File: src/design/mrc_defines.svh
`ifndef MRC_DEFINES_SVH
`define MRC_DEFINES_SVH

// ------------------------------------------------------------
// clock and timing
// ------------------------------------------------------------
`define MRC_CLK_HZ          20000000
`define MRC_DEBOUNCE_MS     10
`define MRC_DEBOUNCE_CYC    ((`MRC_CLK_HZ / 1000) * `MRC_DEBOUNCE_MS)
`define MRC_BAUD_MIN        300
`define MRC_BAUD_MAX        19200
`define MRC_BAUD_DEFAULT    9600
`define MRC_BAUD_DIV_DEF    (`MRC_CLK_HZ / `MRC_BAUD_DEFAULT)
`define MRC_BAUD_DIV_MIN    (`MRC_CLK_HZ / `MRC_BAUD_MAX)
`define MRC_BAUD_DIV_MAX    (`MRC_CLK_HZ / `MRC_BAUD_MIN)
`define MRC_BLINK_CYC       4000000

// ------------------------------------------------------------
// encodings and reset values
// ------------------------------------------------------------
`define MRC_PAR_NONE        2'h0
`define MRC_PAR_ODD         2'h1
`define MRC_PAR_EVEN        2'h2
`define MRC_STOP_ONE        1'h0
`define MRC_STOP_TWO        1'h1
`define MRC_NODE_ADDR_RST   8'h01
`define MRC_READING_W       24
`define MRC_FIFO_DEPTH      8

`endif

File: src/design/mrc_pkg.sv
package mrc_pkg;
  typedef enum logic [1:0] {
    MRC_PAR_NONE_E = 2'b00,
    MRC_PAR_ODD_E  = 2'b01,
    MRC_PAR_EVEN_E = 2'b10
  } mrc_parity_t;

  typedef enum logic [2:0] {
    MRC_TX_IDLE   = 3'b000,
    MRC_TX_START  = 3'b001,
    MRC_TX_DATA   = 3'b010,
    MRC_TX_PARITY = 3'b011,
    MRC_TX_STOP   = 3'b100
  } mrc_tx_state_t;
endpackage

File: src/design/mrc_fifo.sv
module mrc_fifo #(
  parameter int WIDTH = 8,
  parameter int DEPTH = 8
) (
  input  wire logic             clk,
  input  wire logic             rst_n,
  input  wire logic [WIDTH-1:0] in_data,
  input  wire logic             in_valid,
  output logic                  in_ready,
  output logic      [WIDTH-1:0] out_data,
  output logic                  out_valid,
  input  wire logic             out_ready
);
  localparam int AW = $clog2(DEPTH);

  logic [WIDTH-1:0] mem_r [DEPTH];
  logic [AW-1:0]    wr_r;
  logic [AW-1:0]    rd_r;
  logic [AW:0]      cnt_r;
  logic             push;
  logic             pop;

  assign in_ready  = (cnt_r != DEPTH[AW:0]);
  assign out_valid = (cnt_r != '0);
  assign push      = in_valid && in_ready;
  assign pop       = out_valid && out_ready;
  assign out_data  = mem_r[rd_r];

  always_ff @(posedge clk) begin
    if (push) begin
      mem_r[wr_r] <= in_data;
    end
  end

  always_ff @(posedge clk or negedge rst_n) begin
    if (!rst_n) begin
      wr_r  <= '0;
      rd_r  <= '0;
      cnt_r <= '0;
    end else begin
      if (push) begin
        wr_r <= (wr_r == AW'(DEPTH - 1)) ? '0 : wr_r + 1'b1;
      end
      if (pop) begin
        rd_r <= (rd_r == AW'(DEPTH - 1)) ? '0 : rd_r + 1'b1;
      end
      cnt_r <= cnt_r + (AW+1)'(push) - (AW+1)'(pop);
    end
  end
endmodule

File: src/design/mrc_debounce.sv
`include "mrc_defines.svh"

module mrc_debounce #(
  parameter int DEB_CYC = `MRC_DEBOUNCE_CYC
) (
  input  wire logic clk,
  input  wire logic rst_n,
  input  wire logic pin_low_b,
  output logic      level_r,
  output logic      rise_r
);
  // ------------------------------------------------------------
  // three-stage sync, stage two and three must agree
  // ------------------------------------------------------------
  logic [2:0]  sync_r;
  logic [31:0] cnt_r;
  logic        act;

  assign act = (sync_r[1] == sync_r[2]) ? ~sync_r[2] : level_r;

  always_ff @(posedge clk or negedge rst_n) begin
    if (!rst_n) begin
      sync_r <= 3'h7;
    end else begin
      sync_r <= {sync_r[1:0], pin_low_b};
    end
  end

  always_ff @(posedge clk or negedge rst_n) begin
    if (!rst_n) begin
      cnt_r   <= '0;
      level_r <= 1'b0;
      rise_r  <= 1'b0;
    end else begin
      rise_r <= 1'b0;
      if (act == level_r) begin
        cnt_r <= '0;
      end else if (cnt_r >= 32'(DEB_CYC - 1)) begin
        cnt_r   <= '0;
        level_r <= act;
        rise_r  <= act;
      end else begin
        cnt_r <= cnt_r + 32'h1;
      end
    end
  end
endmodule

File: src/design/mrc_top.sv
// Functional notes
// - tare closure zeroes the displayed reading.
// - peak input held: show stored maximum, flashing.
// - valley input held: show stored minimum, flashing.
// - reset input with scope zero does full hard reset, shows indication.
// - reset input with scope one clears only max and min.
// - hold input grounded freezes the displayed value.
// - during hold, sampling, outputs and max/min tracking continue.
// - lockout blocks configuration changes and storage writes.
// - lockout in run mode blocks setup entry from menu button.
// - print input with print enable starts serial printout.
// - print input with latch-clear enable clears latched alarms.
// - parity code 0 none, 1 odd, 2 even frames characters.
// - stop select 0 gives one stop bit, 1 gives two.
// - comm settings change only when all five lock bits are zero.
// - second logic-level serial pair uses identical framing.
// - four outputs: two setpoints, then alarm one and alarm two.
// - baud from 300 to 19200, default 9600.
`include "mrc_defines.svh"

module mrc_top #(
  parameter int RW      = `MRC_READING_W,
  parameter int DEB_CYC = `MRC_DEBOUNCE_CYC,
  parameter int BLINK   = `MRC_BLINK_CYC,
  parameter int FDEPTH  = `MRC_FIFO_DEPTH
) (
  input  wire logic          CLOCK,
  input  wire logic          RST_B,
  input  wire logic          TARE_B,
  input  wire logic          PEAK_SEL_B,
  input  wire logic          VALLEY_SEL_B,
  input  wire logic          EXT_RESET_B,
  input  wire logic          HOLD_B,
  input  wire logic          LOCKOUT_B,
  input  wire logic          PRINT_ALARM_B,
  input  wire logic          MENU_PRESS,
  input  wire logic          SAMPLE_VALID,
  input  wire logic [RW-1:0] SAMPLE,
  input  wire logic          RESET_SCOPE_SELECT,
  input  wire logic          PRINT_ON_LINE_SELECT,
  input  wire logic          ALARM_LATCH_CLEAR_SELECT,
  input  wire logic          CFG_WRITE,
  input  wire logic [1:0]    CFG_PARITY_SELECT,
  input  wire logic          CFG_STOP_BIT_SELECT,
  input  wire logic [7:0]    CFG_NODE_ADDRESS,
  input  wire logic [16:0]   CFG_BAUD_DIV,
  input  wire logic [4:0]    CFG_COMM_LOCK_BITS,
  input  wire logic          ALARM_SET_ONE,
  input  wire logic          ALARM_SET_TWO,
  input  wire logic          SETPOINT_ONE_IN,
  input  wire logic          SETPOINT_TWO_IN,
  input  wire logic [7:0]    TX_DATA,
  input  wire logic          TX_VALID,
  output logic               TX_READY,
  output logic [RW-1:0]      DISPLAY_VALUE,
  output logic               DISPLAY_FLASH,
  output logic [RW-1:0]      TARE_OFFSET,
  output logic [RW-1:0]      STORED_MAX_READING,
  output logic [RW-1:0]      STORED_MIN_READING,
  output logic               HARD_RESET_INDICATION,
  output logic               SETUP_MODE,
  output logic               NVM_WRITE_ALLOWED,
  output logic               PRINT_START,
  output logic [1:0]         PARITY_SELECT,
  output logic               STOP_BIT_SELECT,
  output logic [7:0]         NODE_ADDRESS,
  output logic [16:0]        BAUD_DIV,
  output logic [4:0]         COMM_LOCK_BITS,
  output logic               SETPOINT_ONE_OUT,
  output logic               SETPOINT_TWO_OUT,
  output logic               ALARM_ONE_OUT,
  output logic               ALARM_TWO_OUT,
  output logic               SER_TX,
  output logic               SER_TX_OE,
  output logic               AUX_TX
);
  // ------------------------------------------------------------
  // reset release and input conditioning
  // ------------------------------------------------------------
  logic [1:0] rst_sync_r;
  logic       rst_n;
  always_ff @(posedge CLOCK or negedge RST_B) begin
    if (!RST_B) begin
      rst_sync_r <= 2'b00;
    end else begin
      rst_sync_r <= {rst_sync_r[0], 1'b1};
    end
  end
  assign rst_n = rst_sync_r[1];

  logic [6:0] pin_b;
  logic [6:0] lvl;
  logic [6:0] evt;
  assign pin_b = {PRINT_ALARM_B, LOCKOUT_B, HOLD_B, EXT_RESET_B, VALLEY_SEL_B, PEAK_SEL_B, TARE_B};
  for (genvar i = 0; i < 7; i++) begin : g_in
    mrc_debounce #(.DEB_CYC(DEB_CYC)) u_deb (
      .clk       (CLOCK),
      .rst_n     (rst_n),
      .pin_low_b (pin_b[i]),
      .level_r   (lvl[i]),
      .rise_r    (evt[i])
    );
  end
  logic tare_ev;
  logic peak_on;
  logic valley_on;
  logic reset_ev;
  logic hold_on;
  logic lock_on;
  logic print_ev;
  assign tare_ev   = evt[0];
  assign peak_on   = lvl[1];
  assign valley_on = lvl[2];
  assign reset_ev  = evt[3];
  assign hold_on   = lvl[4];
  assign lock_on   = lvl[5];
  assign print_ev  = evt[6];

  logic hard_rst;
  logic pv_clr;
  assign hard_rst = reset_ev && !RESET_SCOPE_SELECT;
  assign pv_clr   = reset_ev &&  RESET_SCOPE_SELECT;

  // ------------------------------------------------------------
  // reading, tare, max/min tracking
  // ------------------------------------------------------------
  logic [RW-1:0] live;
  assign live = SAMPLE - TARE_OFFSET;

  always_ff @(posedge CLOCK or negedge rst_n) begin
    if (!rst_n) begin
      TARE_OFFSET <= '0;
    end else if (hard_rst) begin
      TARE_OFFSET <= '0;
    end else if (tare_ev) begin
      TARE_OFFSET <= SAMPLE;
    end
  end

  // tracking ignores hold on purpose
  always_ff @(posedge CLOCK or negedge rst_n) begin
    if (!rst_n) begin
      STORED_MAX_READING <= '0;
      STORED_MIN_READING <= '0;
    end else if (hard_rst || pv_clr) begin
      STORED_MAX_READING <= live;
      STORED_MIN_READING <= live;
    end else if (SAMPLE_VALID) begin
      if ($signed(live) > $signed(STORED_MAX_READING)) begin
        STORED_MAX_READING <= live;
      end
      if ($signed(live) < $signed(STORED_MIN_READING)) begin
        STORED_MIN_READING <= live;
      end
    end
  end

  // ------------------------------------------------------------
  // display path
  // ------------------------------------------------------------
  logic [31:0] blink_cnt_r;
  logic        blink_r;
  always_ff @(posedge CLOCK or negedge rst_n) begin
    if (!rst_n) begin
      blink_cnt_r <= '0;
      blink_r     <= 1'b0;
    end else if (blink_cnt_r >= 32'(BLINK - 1)) begin
      blink_cnt_r <= '0;
      blink_r     <= ~blink_r;
    end else begin
      blink_cnt_r <= blink_cnt_r + 32'h1;
    end
  end

  always_ff @(posedge CLOCK or negedge rst_n) begin
    if (!rst_n) begin
      DISPLAY_VALUE <= '0;
      DISPLAY_FLASH <= 1'b0;
    end else begin
      DISPLAY_FLASH <= (peak_on || valley_on) && blink_r;
      if (hold_on) begin
        DISPLAY_VALUE <= DISPLAY_VALUE;
      end else if (peak_on) begin
        DISPLAY_VALUE <= STORED_MAX_READING;
      end else if (valley_on) begin
        DISPLAY_VALUE <= STORED_MIN_READING;
      end else if (tare_ev) begin
        DISPLAY_VALUE <= '0;
      end else begin
        DISPLAY_VALUE <= live;
      end
    end
  end

  always_ff @(posedge CLOCK or negedge rst_n) begin
    if (!rst_n) begin
      HARD_RESET_INDICATION <= 1'b0;
    end else begin
      HARD_RESET_INDICATION <= hard_rst;
    end
  end

  // ------------------------------------------------------------
  // lockout, setup entry, configuration
  // ------------------------------------------------------------
  always_ff @(posedge CLOCK or negedge rst_n) begin
    if (!rst_n) begin
      SETUP_MODE        <= 1'b0;
      NVM_WRITE_ALLOWED <= 1'b0;
    end else begin
      NVM_WRITE_ALLOWED <= !lock_on;
      if (hard_rst) begin
        SETUP_MODE <= 1'b0;
      end else if (MENU_PRESS && !SETUP_MODE && !lock_on) begin
        SETUP_MODE <= 1'b1;
      end
    end
  end

  logic cfg_ok;
  logic comm_ok;
  assign cfg_ok  = CFG_WRITE && !lock_on;
  assign comm_ok = cfg_ok && (COMM_LOCK_BITS == 5'h00);

  always_ff @(posedge CLOCK or negedge rst_n) begin
    if (!rst_n) begin
      COMM_LOCK_BITS  <= 5'h1f;
      PARITY_SELECT   <= `MRC_PAR_NONE;
      STOP_BIT_SELECT <= `MRC_STOP_ONE;
      NODE_ADDRESS    <= `MRC_NODE_ADDR_RST;
      BAUD_DIV        <= 17'(`MRC_BAUD_DIV_DEF);
    end else begin
      if (cfg_ok) begin
        COMM_LOCK_BITS <= CFG_COMM_LOCK_BITS;
      end
      if (comm_ok) begin
        if (CFG_PARITY_SELECT != 2'h3) begin
          PARITY_SELECT <= CFG_PARITY_SELECT;
        end
        STOP_BIT_SELECT <= CFG_STOP_BIT_SELECT;
        NODE_ADDRESS    <= CFG_NODE_ADDRESS;
        if (CFG_BAUD_DIV >= 17'(`MRC_BAUD_DIV_MIN) && CFG_BAUD_DIV <= 17'(`MRC_BAUD_DIV_MAX)) begin
          BAUD_DIV <= CFG_BAUD_DIV;
        end
      end
    end
  end

  // ------------------------------------------------------------
  // setpoint and alarm outputs, latch clear, print
  // ------------------------------------------------------------
  logic alc_ev;
  assign alc_ev = print_ev && ALARM_LATCH_CLEAR_SELECT;

  always_ff @(posedge CLOCK or negedge rst_n) begin
    if (!rst_n) begin
      SETPOINT_ONE_OUT <= 1'b0;
      SETPOINT_TWO_OUT <= 1'b0;
      ALARM_ONE_OUT    <= 1'b0;
      ALARM_TWO_OUT    <= 1'b0;
      PRINT_START      <= 1'b0;
    end else begin
      SETPOINT_ONE_OUT <= SETPOINT_ONE_IN;
      SETPOINT_TWO_OUT <= SETPOINT_TWO_IN;
      // a new alarm wins over the clear
      ALARM_ONE_OUT <= ALARM_SET_ONE || (ALARM_ONE_OUT && !alc_ev && !hard_rst);
      ALARM_TWO_OUT <= ALARM_SET_TWO || (ALARM_TWO_OUT && !alc_ev && !hard_rst);
      PRINT_START   <= print_ev && PRINT_ON_LINE_SELECT;
    end
  end

  // ------------------------------------------------------------
  // transmit fifo and serial framer
  // ------------------------------------------------------------
  logic [7:0] f_data;
  logic       f_valid;
  logic       f_ready;
  logic       f_in_ready;
  mrc_fifo #(.WIDTH(8), .DEPTH(FDEPTH)) u_fifo (
    .clk       (CLOCK),
    .rst_n     (rst_n),
    .in_data   (TX_DATA),
    .in_valid  (TX_VALID),
    .in_ready  (f_in_ready),
    .out_data  (f_data),
    .out_valid (f_valid),
    .out_ready (f_ready)
  );

  mrc_pkg::mrc_tx_state_t st_r;
  logic [16:0] bdiv_r;
  logic [7:0]  sh_r;
  logic [2:0]  bit_r;
  logic        par_r;
  logic        stop2_r;
  logic        tick;
  assign tick    = (bdiv_r == 17'h00001);
  assign f_ready = (st_r == mrc_pkg::MRC_TX_IDLE);

  always_ff @(posedge CLOCK or negedge rst_n) begin
    if (!rst_n) begin
      TX_READY <= 1'b0;
    end else begin
      TX_READY <= f_in_ready;
    end
  end

  always_ff @(posedge CLOCK or negedge rst_n) begin
    if (!rst_n) begin
      st_r      <= mrc_pkg::MRC_TX_IDLE;
      bdiv_r    <= '0;
      sh_r      <= '0;
      bit_r     <= '0;
      par_r     <= 1'b0;
      stop2_r   <= 1'b0;
      SER_TX    <= 1'b1;
      SER_TX_OE <= 1'b0;
      AUX_TX    <= 1'b1;
    end else begin
      bdiv_r <= tick ? BAUD_DIV : bdiv_r - 17'h00001;
      case (st_r)
        mrc_pkg::MRC_TX_IDLE: begin
          SER_TX    <= 1'b1;
          AUX_TX    <= 1'b1;
          SER_TX_OE <= 1'b0;
          if (f_valid) begin
            sh_r      <= f_data;
            par_r     <= (PARITY_SELECT == `MRC_PAR_ODD);
            stop2_r   <= STOP_BIT_SELECT;
            bdiv_r    <= BAUD_DIV;
            SER_TX    <= 1'b0;
            AUX_TX    <= 1'b0;
            SER_TX_OE <= 1'b1;
            st_r      <= mrc_pkg::MRC_TX_START;
          end
        end
        mrc_pkg::MRC_TX_START: begin
          if (tick) begin
            SER_TX <= sh_r[0];
            AUX_TX <= sh_r[0];
            bit_r  <= '0;
            st_r   <= mrc_pkg::MRC_TX_DATA;
          end
        end
        mrc_pkg::MRC_TX_DATA: begin
          if (tick) begin
            par_r <= par_r ^ sh_r[0];
            sh_r  <= {1'b0, sh_r[7:1]};
            if (bit_r == 3'h7) begin
              if (PARITY_SELECT != `MRC_PAR_NONE) begin
                SER_TX <= par_r ^ sh_r[0];
                AUX_TX <= par_r ^ sh_r[0];
                st_r   <= mrc_pkg::MRC_TX_PARITY;
              end else begin
                SER_TX <= 1'b1;
                AUX_TX <= 1'b1;
                st_r   <= mrc_pkg::MRC_TX_STOP;
              end
            end else begin
              SER_TX <= sh_r[1];
              AUX_TX <= sh_r[1];
              bit_r  <= bit_r + 3'h1;
            end
          end
        end
        mrc_pkg::MRC_TX_PARITY: begin
          if (tick) begin
            SER_TX <= 1'b1;
            AUX_TX <= 1'b1;
            st_r   <= mrc_pkg::MRC_TX_STOP;
          end
        end
        mrc_pkg::MRC_TX_STOP: begin
          if (tick) begin
            if (stop2_r) begin
              stop2_r <= 1'b0;
            end else begin
              SER_TX_OE <= 1'b0;
              st_r      <= mrc_pkg::MRC_TX_IDLE;
            end
          end
        end
        default: begin
          st_r <= mrc_pkg::MRC_TX_IDLE;
        end
      endcase
    end
  end

  // ------------------------------------------------------------
  // checks
  // ------------------------------------------------------------
  property p_tare;
    @(posedge CLOCK) disable iff (!rst_n) tare_ev && !hard_rst |=> TARE_OFFSET == $past(SAMPLE);
  endproperty
  a_tare: assert property (p_tare) else $error("tare offset not taken");
  property p_hold;
    @(posedge CLOCK) disable iff (!rst_n) hold_on && $past(hold_on) |-> $stable(DISPLAY_VALUE);
  endproperty
  a_hold: assert property (p_hold) else $error("display moved in hold");
  property p_hard;
    @(posedge CLOCK) disable iff (!rst_n) reset_ev && !RESET_SCOPE_SELECT |=> HARD_RESET_INDICATION;
  endproperty
  a_hard: assert property (p_hard) else $error("hard reset not shown");
  property p_pv;
    @(posedge CLOCK) disable iff (!rst_n) reset_ev && RESET_SCOPE_SELECT |=> !HARD_RESET_INDICATION;
  endproperty
  a_pv: assert property (p_pv) else $error("scope one did hard reset");
  property p_lock;
    @(posedge CLOCK) disable iff (!rst_n) lock_on && !SETUP_MODE |=> !SETUP_MODE;
  endproperty
  a_lock: assert property (p_lock) else $error("setup entered under lockout");
  property p_comm;
    @(posedge CLOCK) disable iff (!rst_n) COMM_LOCK_BITS != 5'h00 |=> $stable(PARITY_SELECT) && $stable(NODE_ADDRESS);
  endproperty
  a_comm: assert property (p_comm) else $error("comm setting changed while locked");
  property p_print;
    @(posedge CLOCK) disable iff (!rst_n) print_ev && PRINT_ON_LINE_SELECT |=> PRINT_START;
  endproperty
  a_print: assert property (p_print) else $error("print not started");
  property p_oe;
    @(posedge CLOCK) disable iff (!rst_n) st_r == mrc_pkg::MRC_TX_IDLE && !f_valid |=> !SER_TX_OE;
  endproperty
  a_oe: assert property (p_oe) else $error("driver on while idle");
  property p_aux;
    @(posedge CLOCK) disable iff (!rst_n) SER_TX_OE |-> SER_TX == AUX_TX;
  endproperty
  a_aux: assert property (p_aux) else $error("aux line differs");
  c_peak:  cover property (@(posedge CLOCK) disable iff (!rst_n) peak_on && DISPLAY_FLASH);
  c_frame: cover property (@(posedge CLOCK) disable iff (!rst_n)
                           st_r == mrc_pkg::MRC_TX_STOP ##1 st_r == mrc_pkg::MRC_TX_IDLE);
  c_alc:   cover property (@(posedge CLOCK) disable iff (!rst_n) alc_ev && ALARM_ONE_OUT);
endmodule

File: config.mk
export PLATFORM = sky130hd
export DESIGN_NAME = mrc_top
export DESIGN_NICKNAME = d
export VERILOG_FILES = /design/src/design/mrc_pkg.sv /design/src/design/mrc_fifo.sv /design/src/design/mrc_debounce.sv /design/src/design/mrc_top.sv
export VERILOG_INCLUDE_DIRS = /design/src /design/src/design
export SDC_FILE = /design/constraint.sdc
export NUM_CORES = 1
export LEC_CHECK = 0
export BUFFER_PORTS_ARGS = -buffer_cell sky130_fd_sc_hd__buf_4
export CORE_MARGIN = 8
export CORE_UTILIZATION = 60
export CTS_CLUSTER_DIAMETER = 100
export CTS_CLUSTER_SIZE = 20
export DETAILED_ROUTE_END_ITERATION = 8
export GPL_ROUTABILITY_DRIVEN = 0
export GPL_TIMING_DRIVEN = 0
export HOLD_SLACK_MARGIN = 0.03
export PLACE_DENSITY_LB_ADDON = 0.3
export SLEW_MARGIN = 20
export SYNTH_ARGS = -nofsm -noshare
export SYNTH_HDL_FRONTEND = slang
export SYNTH_SLANG_ARGS = --single-unit
File: constraint.sdc
create_clock -name CLOCK -period 19.19 [get_ports CLOCK]
set_input_delay 1.919 -clock CLOCK [delete_from_list [all_inputs] [get_ports CLOCK]]
set_output_delay 1.919 -clock CLOCK [all_outputs]
set_load 0.03 [all_outputs]
==> results.md <==
* Reg-to-reg slack, setup at 13790 ps
* Synth Area in Adders at 4.93%
* Worst skew pair latency at 600 ps
* Root buffer cell: sky130_fd_sc_hd__clkbuf_16
* Maximum clock path buffer count at 3
* Remaining design rule violation count at 0
* Met1 track demand over resource at 29.2%
* Avg Synthesized Cell Area at 11.4 sq um
* Via count of the first global-routing pass at 17500
* Data required time at the worst endpoint at 19690 ps
* Pin count of the biggest net entering global routing at 62
* Clock transition at the registers of the reported paths at 100 ps
* Max-Slew Margin vs Limit at 28.4%
* Multiplexer area fraction after synthesis at 6.69%
* Crit share post-route at 33.3%
* Congestion Overflow GR at 0
* First drt pass iteration count at 5
* Core occupancy in the finished layout at 70.7%
* I/O pin cnt at 227
* Sum of net half-perimeters after detailed placement at 40400 um
* Total GRT Usage at 23.0%
* Setup crit start kind: primary input
* Number of fillers in the final layout at 2811
* Dominant cells by area after synthesis: sky130_fd_sc_hd__dfrtp_1, sky130_fd_sc_hd__edfxtp_1, sky130_fd_sc_hd__ha_1
* Number of enable flip-flop cells after synthesis at 64
* Setup crit end kind: register
* Result of the run: finished, final reports clean
* Max-cap violations at 0
* Wire per inst at 17.9 um
* Post-route ant nets at 0
* Shortest clock period the worst path allows after layout at 6390 ps
* Global routing met2 resource utilization at 39.6%
* CTS Sinks at 538
* Hold Crit Class: register to asynchronous set/reset pin
* Synthesized cell area at 24200 sq um
* Antenna violations before repair at 0
* Core footprint at 39700 sq um
* Max-slew violations at 0
* Mapped Cells at 2127
* Main combinational cell family by area after synthesis: simple AND/OR/NAND/NOR gates
* Post-synthesis sequential element count at 538
* Reg2reg start: TARE_OFFSET[11]
* Highest achievable clock rate at 0.156 GHz
* Post-synthesis cell type with the largest combined area: sky130_fd_sc_hd__dfrtp_1
* Final-report setup violation count at 0
* Post-cts resize count at 0
* Share of synthesized area occupied by flip-flops and latches at 57.2%
* Standard-cell rows at 73
* Setup CP Type: primary input to register
* Power Density at 123 nW/um^2
* Post-cts hold buffer count at 0
* CTS H-tree depth at 1
* Die ar. at 47000 sq um
* Share of the synthesized area in the top cell type at 45.8%
* Predominant post-synthesis flop cell: sky130_fd_sc_hd__dfrtp_1
* Complex-gate fraction of the synthesized area at 8.92%
* Count of input and output buffers at 226
* Reg2Reg Depth at 17
* CTS tree: yes
* Wire length of the first global-routing pass at 89000 um
* Max rail drop VDD at 0.0841 mV
* Post-synthesis share of cell area spent on xor and xnor gates at 5.65%
* Met3 track utilization from global routing at 3.94%
* Die width at 217 um
* Number of library cell types mapped by synthesis at 77
* Total count of hold-check failures in the final report at 0
* Count of warnings emitted by yosys at 0
* Fraction of layout cells with a size suffix above 1 at 16.2%
* Effective utilization at floorplan at 60.8%
* Iter 0 DRT Violations at 1483
* DIE HEIGHT at 217 um
* Largest clock skew in the final design at 18.4 ps
* Number of clock buffers inserted by TritonCTS at 30
* Antenna diodes at 0
* Largest driver fanout on the critical path at 10
* Pin slew with the least headroom to its limit at 1070 ps
* Busiest metal layer after global routing: met2
* Overall via count from detail_route at 17000
* Via density per instance at 5.58
* Setup repair after global routing missed its margin: false
* DRT Wirelength at 54400 um
* Crit path DAT at 6890 ps
* Simple-gate area share of the yosys netlist at 13.7%
* Fraction of synthesis flops using an asynchronous set or reset pin at 88.1%
* Final-stage net count at 2681
* Synthesis-to-finish area growth at 16.2%
* Setup Total Neg Slack at 0 ps
* Count of buffers added by post-CTS timing repair for setup at 0
* Static leakage at 0.0127 uW
* Worst r2r dst: STORED_MIN_READING[8]
==> worst max-delay path: stages <==
cell and delay [ps]:
sky130_fd_sc_hd__buf_4 110, sky130_fd_sc_hd__ha_1 260, sky130_fd_sc_hd__clkbuf_1 310, sky130_fd_sc_hd__and3_1 330, sky130_fd_sc_hd__o2111ai_1 160, sky130_fd_sc_hd__a31oi_1 290, sky130_fd_sc_hd__o31ai_1 200, sky130_fd_sc_hd__o311ai_1 820
sky130_fd_sc_hd__ha_1 400, sky130_fd_sc_hd__a21o_1 160, sky130_fd_sc_hd__a21o_1 170, sky130_fd_sc_hd__a21oi_1 180, sky130_fd_sc_hd__o22ai_1 120, sky130_fd_sc_hd__o311a_1 330, sky130_fd_sc_hd__a311oi_4 450, sky130_fd_sc_hd__buf_4 310
sky130_fd_sc_hd__mux2_2 360
==> cells in the final DEF, fill, tap and decap left out, drive strengths merged, types with 16 or more instances in the layout <==
| cell | n |
|---|---|
| nor3 | 34 |
| buf | 249 |
| nand2 | 117 |
| dfstp | 32 |
| o21ai | 64 |
| mux2i | 39 |
| conb | 109 |
| and3 | 45 |
| dfrtp | 442 |
| nor4 | 41 |
| inv | 124 |
| nand4 | 27 |
| edfxtp | 64 |
| a31oi | 26 |
| a21oi | 86 |
| xor2 | 94 |
| nand3 | 77 |
| a21o | 35 |
| clkbuf | 98 |
| mux2 | 74 |
| xnor2 | 62 |
| ha | 92 |
| mux4 | 16 |
| nor2 | 290 |
==> stage by stage <==
step                      total power, uW  hold WS (ps)  std cells  setup WS, ps  area, sq um
after global routing                 3640           151       3050         12580        28100
after detailed placement             2790           142       2995         12280        27200
after CTS                            3460           148       3050         12930        28100
after floorplan                      2330           331       2234          5060        24600
after global placement               2730           339       2985           533        26900
final                                3450           133       3050         12800        28100
==> cell type report <==
class | instances | area (sq um) | share of cell area, %
sequential | 538 | 13800 | 49.2
multi-input combinational | 1515 | 10100 | 35.9
timing repair buffer | 236 | 1940 | 6.92
clock buffer | 55 | 876 | 3.12
tap | 525 | 657 | 2.34
inverter | 125 | 469 | 1.67
buffer | 56 | 236 | 0.842
==> cells by family after synthesis <==
group,count (synthesis)
buf+inv,181
simple gates,703
other cells,2
compound gates,324
mux,129
fa+ha+maj,94
xor+xnor,156
flops,538
==> Yosys cell counts (33+ instances only) <==
master / number
sky130_fd_sc_hd__dfrtp_1: 442
sky130_fd_sc_hd__a21oi_1: 85
sky130_fd_sc_hd__edfxtp_1: 64
sky130_fd_sc_hd__nor3_1: 33
sky130_fd_sc_hd__nor2_1: 290
sky130_fd_sc_hd__xor2_1: 94
sky130_fd_sc_hd__mux2i_1: 39
sky130_fd_sc_hd__clkbuf_1: 43
sky130_fd_sc_hd__nand2_1: 117
sky130_fd_sc_hd__nand3_1: 76
sky130_fd_sc_hd__nor4_1: 41
sky130_fd_sc_hd__o21ai_0: 54
sky130_fd_sc_hd__mux2_2: 52
sky130_fd_sc_hd__ha_1: 92
sky130_fd_sc_hd__xnor2_1: 62
sky130_fd_sc_hd__and3_1: 45
sky130_fd_sc_hd__inv_1: 124
sky130_fd_sc_hd__a21o_1: 35
==> how the worst max path moves through the flow <==
stage / start / endpoint / slack (ps)
global placement: rst_sync_r[1] / g_in[4].u_deb.cnt_r[2] / 530
global route: SAMPLE[0] / STORED_MAX_READING[19] / 12580
CTS: SAMPLE[11] / STORED_MIN_READING[8] / 12930
detailed placement: SAMPLE[11] / STORED_MIN_READING[8] / 12280
floorplan: rst_sync_r[1] / ALARM_ONE_OUT / 5060
finish: SAMPLE[11] / STORED_MIN_READING[8] / 12800
==> routing by layer <==
layer | wire length [um] | vias to the layer above
li1 | - | 8091
met1 | 22600 | 8390
met2 | 27200 | 431
met3 | 3020 | 109
met4 | 1660 | 0
met5 | 0 | -
==> state kept, by name, summed over array words and instances, names as in the netlist, 4 cells and up <==
register            count
BAUD_DIV               17
COMM_LOCK_BITS          5
DISPLAY_VALUE          24
NODE_ADDRESS            8
STORED_MAX_READING     24
STORED_MIN_READING     24
TARE_OFFSET            24
bdiv_r                 17
blink_cnt_r            32
g_in.u_deb.cnt_r      224
g_in.u_deb.level_r      7
g_in.u_deb.sync_r      21
sh_r                    8
u_fifo.cnt_r            4
u_fifo.mem_r           64
==> report_power, final <==
group	total [uW]	switching [uW]	leakage [uW]	internal [uW]
sequential	1500	159	0.00649	1340
combinational	1290	759	0.00575	530
clock	664	357	0.000416	308
(Power assumes the default switching activity.)
